<file path="config.mk">
export PLATFORM = sky130hd
export DESIGN_NAME = quadrature_encoder_decoder
export DESIGN_NICKNAME = d
export VERILOG_FILES = /design/src/rtl/qdec_pkg.sv /design/src/rtl/quadrature_encoder_decoder.sv
export SDC_FILE = /design/constraint.sdc
export NUM_CORES = 1
export LEC_CHECK = 0
export ABC_AREA = 1
export ABC_CLOCK_PERIOD_IN_PS = 4200
export BUFFER_PORTS_ARGS = -buffer_cell sky130_fd_sc_hd__buf_2
export CAP_MARGIN = 30
export CORE_ASPECT_RATIO = 1.4
export CORE_MARGIN = 2
export CORE_UTILIZATION = 30
export CTS_BUF_LIST = sky130_fd_sc_hd__clkbuf_8 sky130_fd_sc_hd__clkbuf_16
export CTS_CLUSTER_SIZE = 10
export DETAILED_ROUTE_END_ITERATION = 12
export PLACE_DENSITY_LB_ADDON = 0.3
export SYNTH_ARGS = -nofsm -noshare
export SYNTH_HDL_FRONTEND = slang
export SYNTH_SLANG_ARGS = --single-unit
export TNS_END_PERCENT = 10
</file>
<file path="constraint.sdc">
create_clock -name CLK_SYS_I -period 4.2 [get_ports CLK_SYS_I]
set_input_delay 0.42 -clock CLK_SYS_I [delete_from_list [all_inputs] [get_ports CLK_SYS_I]]
set_output_delay 0.42 -clock CLK_SYS_I [all_outputs]
set_load 0.02 [all_outputs]
</file>
<file path="src/rtl/qdec_pkg.sv">
// Purpose: shared constants for the encoder position decoder
// Assumes: 200 MHz system clock
// Notes: counts and timing figures live here only
package qdec_pkg;
	localparam int POS_W = 32;
	localparam logic [POS_W-1:0] POS_RESET = 32'h0000_0000;
	localparam int CLK_HZ = 200_000_000;
	localparam int MAX_CYCLE_HZ = 5_500_000;
	localparam int MAX_COUNT_HZ = 22_000_000;
	// system clocks per quadrature count at the highest legal input rate (rounded down)
	localparam int CLKS_PER_COUNT = CLK_HZ / MAX_COUNT_HZ;
	// two synchroniser stages plus one decode stage must fit inside one count period
	localparam int SYNC_STAGES = 2;
	typedef enum logic [0:0] {
		FB_QUADRATURE,
		FB_PULSE_DIR
	} fb_mode_t;
	localparam fb_mode_t FB_MODE_RESET = FB_QUADRATURE;
endpackage : qdec_pkg

</file>
<file path="src/rtl/quadrature_encoder_decoder.sv">
// Purpose: one axis of incremental encoder position feedback
// Assumes: encoder pins asynchronous to CLK_SYS_I; mode input synchronous
// Notes: position counter wraps at its width
// Functional notes
// - Count every quadrature state change: four counts per encoder cycle; a change on both channels at once sets ILLEGAL_O and is not counted.
// - Optional index channel is passed on as a position sync reference.
// - Per-axis setting selects pulse/direction input instead of quadrature.
// - Input stays at or below 5.5M cycles/s; decoder counts correctly there.
// - After reset the axis decodes standard quadrature until configured otherwise.
module quadrature_encoder_decoder
	import qdec_pkg::*;
(
	// clock and reset
	input wire logic CLK_SYS_I,
	input wire logic RST_N_I,
	// configuration
	input wire qdec_pkg::fb_mode_t FB_MODE_I,
	input wire logic POS_CLEAR_I,
	// encoder pins
	input wire logic ENCODER_CHANNEL_A_I,
	input wire logic ENCODER_CHANNEL_B_I,
	input wire logic ENCODER_INDEX_I,
	// position results
	output logic [qdec_pkg::POS_W-1:0] POSITION_O,
	output logic COUNT_UP_O,
	output logic COUNT_DOWN_O,
	output logic ILLEGAL_O,
	output logic INDEX_O,
	output logic INDEX_RISE_O,
	output logic [qdec_pkg::POS_W-1:0] INDEX_POS_O
);
	import qdec_pkg::*;

	logic [SYNC_STAGES-1:0] a_sync_ff;
	logic [SYNC_STAGES-1:0] b_sync_ff;
	logic [SYNC_STAGES-1:0] i_sync_ff;
	logic a_prev_ff;
	logic b_prev_ff;
	logic i_prev_ff;
	fb_mode_t mode_ff;
	logic [POS_W-1:0] pos_ff;
	logic [POS_W-1:0] nxt_pos;
	logic up_ff;
	logic down_ff;
	logic illegal_ff;
	logic index_rise_ff;
	logic [POS_W-1:0] index_pos_ff;
	logic a_now;
	logic b_now;
	logic inc;
	logic dec;
	logic bad;

	// two-stage synchronisers; only the last stage feeds logic
	always_ff @(posedge CLK_SYS_I or negedge RST_N_I) begin
		if (!RST_N_I) begin
			a_sync_ff <= '0;
			b_sync_ff <= '0;
			i_sync_ff <= '0;
		end else begin
			a_sync_ff <= {a_sync_ff[SYNC_STAGES-2:0], ENCODER_CHANNEL_A_I};
			b_sync_ff <= {b_sync_ff[SYNC_STAGES-2:0], ENCODER_CHANNEL_B_I};
			i_sync_ff <= {i_sync_ff[SYNC_STAGES-2:0], ENCODER_INDEX_I};
		end
	end

	assign a_now = a_sync_ff[SYNC_STAGES-1];
	assign b_now = b_sync_ff[SYNC_STAGES-1];

	always_ff @(posedge CLK_SYS_I or negedge RST_N_I) begin
		if (!RST_N_I) begin
			a_prev_ff <= 1'b0;
			b_prev_ff <= 1'b0;
			i_prev_ff <= 1'b0;
		end else begin
			a_prev_ff <= a_now;
			b_prev_ff <= b_now;
			i_prev_ff <= i_sync_ff[SYNC_STAGES-1];
		end
	end

	always_ff @(posedge CLK_SYS_I or negedge RST_N_I) begin
		if (!RST_N_I) begin
			mode_ff <= FB_MODE_RESET;
		end else begin
			mode_ff <= FB_MODE_I;
		end
	end

	// count decision; one state step per clock is enough since a count lasts 9 clocks
	always_comb begin
		inc = 1'b0;
		dec = 1'b0;
		bad = 1'b0;
		case (mode_ff)
			FB_QUADRATURE: begin
				if ((a_now ^ a_prev_ff) && (b_now ^ b_prev_ff)) begin
					bad = 1'b1;
				end else if (a_now ^ a_prev_ff) begin
					// A moved: up when A now differs from B (A leads)
					inc = a_now ^ b_now;
					dec = ~(a_now ^ b_now);
				end else if (b_now ^ b_prev_ff) begin
					inc = ~(a_now ^ b_now);
					dec = a_now ^ b_now;
				end
			end
			FB_PULSE_DIR: begin
				// A is the pulse line, B gives direction (high counts up)
				if (a_now && !a_prev_ff) begin
					inc = b_now;
					dec = ~b_now;
				end
			end
			default: begin
				bad = 1'b0;
			end
		endcase
	end

	always_comb begin
		nxt_pos = pos_ff;
		if (POS_CLEAR_I) begin
			nxt_pos = POS_RESET;
		end else if (inc) begin
			nxt_pos = pos_ff + 32'h0000_0001;
		end else if (dec) begin
			nxt_pos = pos_ff - 32'h0000_0001;
		end
	end

	always_ff @(posedge CLK_SYS_I or negedge RST_N_I) begin
		if (!RST_N_I) begin
			pos_ff <= POS_RESET;
			up_ff <= 1'b0;
			down_ff <= 1'b0;
			illegal_ff <= 1'b0;
		end else begin
			pos_ff <= nxt_pos;
			up_ff <= inc;
			down_ff <= dec;
			illegal_ff <= bad;
		end
	end

	// index edge latches position for synchronisation
	always_ff @(posedge CLK_SYS_I or negedge RST_N_I) begin
		if (!RST_N_I) begin
			index_rise_ff <= 1'b0;
			index_pos_ff <= POS_RESET;
		end else begin
			index_rise_ff <= i_sync_ff[SYNC_STAGES-1] & ~i_prev_ff;
			if (i_sync_ff[SYNC_STAGES-1] && !i_prev_ff) begin
				index_pos_ff <= nxt_pos;
			end
		end
	end

	assign POSITION_O = pos_ff;
	assign COUNT_UP_O = up_ff;
	assign COUNT_DOWN_O = down_ff;
	assign ILLEGAL_O = illegal_ff;
	assign INDEX_O = i_prev_ff;
	assign INDEX_RISE_O = index_rise_ff;
	assign INDEX_POS_O = index_pos_ff;

	a_quad_up: assert property (
		@(posedge CLK_SYS_I) disable iff (!RST_N_I)
		(mode_ff == FB_QUADRATURE && !POS_CLEAR_I && (a_now != a_prev_ff)
		&& (b_now == b_prev_ff) && (a_now != b_now))
		|=> (COUNT_UP_O && pos_ff == $past(pos_ff) + 1))
		else $error("quadrature step with A leading did not count up");
	a_quad_down: assert property (
		@(posedge CLK_SYS_I) disable iff (!RST_N_I)
		(mode_ff == FB_QUADRATURE && !POS_CLEAR_I && (b_now != b_prev_ff)
		&& (a_now == a_prev_ff) && (a_now != b_now))
		|=> (COUNT_DOWN_O && pos_ff == $past(pos_ff) - 1))
		else $error("quadrature step with B leading did not count down");
	a_illegal_hold: assert property (
		@(posedge CLK_SYS_I) disable iff (!RST_N_I)
		(mode_ff == FB_QUADRATURE && !POS_CLEAR_I && (a_now != a_prev_ff)
		&& (b_now != b_prev_ff)) |=> ($stable(pos_ff) && ILLEGAL_O && !COUNT_UP_O))
		else $error("illegal quadrature jump changed the count");
	a_pd_count: assert property (
		@(posedge CLK_SYS_I) disable iff (!RST_N_I)
		(mode_ff == FB_PULSE_DIR && !POS_CLEAR_I && a_now && !a_prev_ff)
		|=> (pos_ff == (b_prev_ff ? $past(pos_ff) + 1 : $past(pos_ff) - 1)))
		else $error("pulse/direction count wrong");
	a_pd_idle: assert property (
		@(posedge CLK_SYS_I) disable iff (!RST_N_I)
		(mode_ff == FB_PULSE_DIR && !POS_CLEAR_I && !(a_now && !a_prev_ff))
		|=> $stable(pos_ff))
		else $error("pulse/direction counted without a pulse");
	a_mode_default: assert property (
		@(posedge CLK_SYS_I)
		$rose(RST_N_I) |-> (mode_ff == FB_QUADRATURE))
		else $error("mode not quadrature after reset");
	a_index_latch: assert property (
		@(posedge CLK_SYS_I) disable iff (!RST_N_I)
		(i_sync_ff[SYNC_STAGES-1] && !i_prev_ff)
		|=> (INDEX_RISE_O && INDEX_POS_O == POSITION_O))
		else $error("index edge did not latch position");
	a_rate_step: assert property (
		@(posedge CLK_SYS_I) disable iff (!RST_N_I)
		!POS_CLEAR_I |=> ((pos_ff - $past(pos_ff) == 32'h0000_0001)
		|| ($past(pos_ff) - pos_ff == 32'h0000_0001) || $stable(pos_ff)))
		else $error("position moved more than one count per clock");
	a_pulse_excl: assert property (
		@(posedge CLK_SYS_I) disable iff (!RST_N_I)
		$onehot0({COUNT_UP_O, COUNT_DOWN_O, ILLEGAL_O}))
		else $error("more than one count pulse in a cycle");
	a_pd_dir_only: assert property (
		@(posedge CLK_SYS_I) disable iff (!RST_N_I)
		(mode_ff == FB_PULSE_DIR && !POS_CLEAR_I && (b_now != b_prev_ff) && (a_now == a_prev_ff))
		|=> ($stable(pos_ff) && !COUNT_UP_O && !COUNT_DOWN_O))
		else $error("direction change alone moved the count");
	a_pd_no_illegal: assert property (
		@(posedge CLK_SYS_I) disable iff (!RST_N_I)
		(mode_ff == FB_PULSE_DIR) |=> !ILLEGAL_O)
		else $error("illegal jump flagged in pulse/direction mode");
	a_index_pulse: assert property (
		@(posedge CLK_SYS_I) disable iff (!RST_N_I)
		INDEX_RISE_O |=> !INDEX_RISE_O)
		else $error("index rise pulse stood longer than one cycle");
endmodule : quadrature_encoder_decoder

</file>
==> flow_summary.ini <==
[detailed_routing]
viasPerCell = 4.80
wl_per_cell_um = 15.8
drtPass1Iterations = 4
vias = 5059
ant_nets = 0
routed_wl_mm = 16.7
post-route-drc-count = 0
drtIter0Drc = 235

[clock_network]
cts-resized-gates = 0
cts_buffer_depth = 2
postCtsSetupBuffers = 0
path_clk_slew_ns = 0.06
postCtsHoldBufs = 0
cts_root_buffer = clkbuf_16
clock_latency_ns = 0.34
htree_levels = 3
cts_tree = done
cts-buffers-inserted = 9
clock-sinks = 78

[layout]
fillers = 1883
layout-area-overhead-vs-synth_pct = 16.2
fin_nets = 857
multiInputGateArea_um2 = 2770
fin_util_pct = 35.5
ff_latch_area_um2 = 1950
fin_area_um2 = 5920
final_layout_size_suffix_gt1_share_pct = 12.5
diodes = 0

[timing]
timing.final.crit_share_pct = 60.5
setup_viol = 0
hold-worst-slack_ns = 0.0554
period_minus_slack_ns = 2.54
fmax_ghz = 0.393
worst_slew_pin_slew_ns = 0.706
finalSetupTns_ns = 0
fin_skew_ns = 0.00615
relSlewSlack_pct = 52.7
hold_violations = 0
grt_setup_unrepaired = no
drv_slew = 0

[floorplan]
die_y_um = 158
num_io_pins = 76
die_w_um = 114
die_area_um2 = 18000
core-area_um2 = 16700
num_rows = 56
initial_utilization_pct = 30.5

[yosys]
synth.most_common_cell = nand2_1
syn-num-nets = 797
synth_edf_count = 0
synth_cell_type_count = 27
netlist_area_um2 = 5090
yosysWarnings = 0
ys_top_cells_by_count = 341 x nand2_1, 125 x nor2_1, 78 x dfrtp_1
synth_top_cells_by_area = dfrtp_1 38%, nand2_1 25%, nor2_1 9.2%
yosys.area.top_type_share_pct = 38.3
avgSynthCellArea_um2 = 6.47
synthArstFlopShare_pct = 100
synth_seq_area_share_pct = 38.3
synth_ff_type = dfrtp_1
synthCells = 787
yosys.area.top_type = dfrtp_1
yosys_register_bits = 78

[setup_path]
crit_start = a_sync_ff[1]$_DFF_PN0_
worstReg2RegStart = a_sync_ff[1]$_DFF_PN0_
path_cells = ha_1, nand2_1, nand2_2, nand2_1, nand2_2, inv_2, nand3_1, nand3_1, o21ai_1
path_buf_inv = 1
cp-start-kind = flop
end_kind = flop
slowest_delay_ns = 0.61
cp.arrival_ns = 2.75
critPathKind = reg -> reg
crit_fanout = 34
cp.required_ns = 4.41
critPathSlowestCell = inv_2
path_delay_family = simple AND/OR/NAND/NOR gates

[run_status]
outcome = completed

[worst_hold_path]
hold_class = in -> async

[place]
io_buffers = 75
gp_congestion = 0.952
postPlaceCellArea_um2 = 5600
dp_hpwl_mm = 12.8

[power]
power_leakage_nw = 3.07
ir_drop_mv = 0.204
power_w = 0.00270
power_per_cell_area_nw_per_um2 = 456

[global_routing]
antenna_found_initial = 0
grt_max_degree = 41
grt_pass1_wl_mm = 27.0
grt_pass1_vias = 5070
grt_remaining_overflow = 0
grt_usage_pct = 19.4

[run]
cap_violations = 0
## per-stage QoR
step | instances | setup WS, ns
floorplan | 787 | 2.37
global placement | 1038 | 1.72
detailed placement | 1039 | 1.65
CTS | 1054 | 1.62
global route | 1054 | 1.38
finish | 1054 | 1.66
## worst reg2reg max path, stage by stage, from the launching register on
cell     delay (ns)
dfrtp_1        0.42
ha_1           0.35
nand2_1        0.11
nand2_2        0.08
nand2_1        0.08
nand2_2        0.40
inv_2          0.62
nand3_1        0.15
nand3_1        0.14
o21ai_1        0.07
## final timing paths
path	to	slack, ns	cells after the start
min in group CLK_SYS_I	i_sync_ff[0]$_DFF_PN0_	0.18	1
worst max register to register	INDEX_POS_O[0]$_DFFE_PN0P_	1.66	9
worst min register to register	i_sync_ff[1]$_DFF_PN0_	0.35	0
max in group asynchronous	INDEX_POS_O[12]$_DFFE_PN0P_	3.55	2
worst max-delay path	INDEX_POS_O[0]$_DFFE_PN0P_	1.66	9
worst min-delay path	INDEX_POS_O[24]$_DFFE_PN0P_	0.06	1
## report_power, final
| group | leakage [nW] | internal, W | switching [W] | total, W |
|---|---|---|---|---|
| clock network | 0.155 | 0.000517 | 0.000321 | 0.000838 |
| logic | 1.90 | 0.000273 | 0.000608 | 0.000881 |
| registers | 1.02 | 0.000847 | 0.000132 | 0.000979 |
| total | 3.07 | 0.00164 | 0.00106 | 0.00270 |
## registers in the layout, summed over array words and instances, names as in the netlist
register      cells
a_sync_ff         2
i_sync_ff         2
b_prev_ff         1
ILLEGAL_O         1
mode_ff           1
INDEX_O           1
a_prev_ff         1
POSITION_O       32
COUNT_DOWN_O      1
b_sync_ff         2
INDEX_POS_O      32
COUNT_UP_O        1
INDEX_RISE_O      1
## cells in the final DEF (no fill, tap or decap), types with 3 or more instances in the layout
master and count:
inv_1 46, ha_1 3, clkbuf_16 9, nor3_1 16
dfrtp_1 78, xnor2_1 7, xor2_1 23, and3_1 5
nor2_2 4, buf_4 6, nand4_1 35, nand2_1 341
o21ai_1 8, buf_2 74, nor2_1 124, o21ai_0 25
nand3_1 28
## logic make-up (layout without fill, tap and decap cells)
logic type / after synthesis / in the layout / share of synthesized area [%]
buf+inv: 82 / 146 / 7.25
flops: 78 / 78 / 38.3
simple gates: 559 / 559 / 44.8
fa+ha+maj: 3 / 3 / 0.737
compound gates: 35 / 35 / 3.71
xor+xnor: 30 / 30 / 5.16
## routing by layer
metal | GRT usage, % | part of all wire, % | up-vias | routed length (µm)
li1 | - | - | 2586 | -
met1 | 21.9 | 41 | 2352 | 6760
met2 | 36.1 | 53 | 89 | 8900
met3 | 3.18 | 2.8 | 32 | 474
met4 | 7.49 | 3.3 | 0 | 544
met5 | 0 | 0 | - | 0
## area by class of cell
type,instances,area share (%)
repair buffers,81,7.36
multi-input cells,627,46.9
well taps,203,4.29
clock inverters,6,1.48
inverters,50,3.17
flip-flops and latches,78,33.0
clock buffers,9,3.81
No activity file was read; power rests on OpenSTA's default activity.
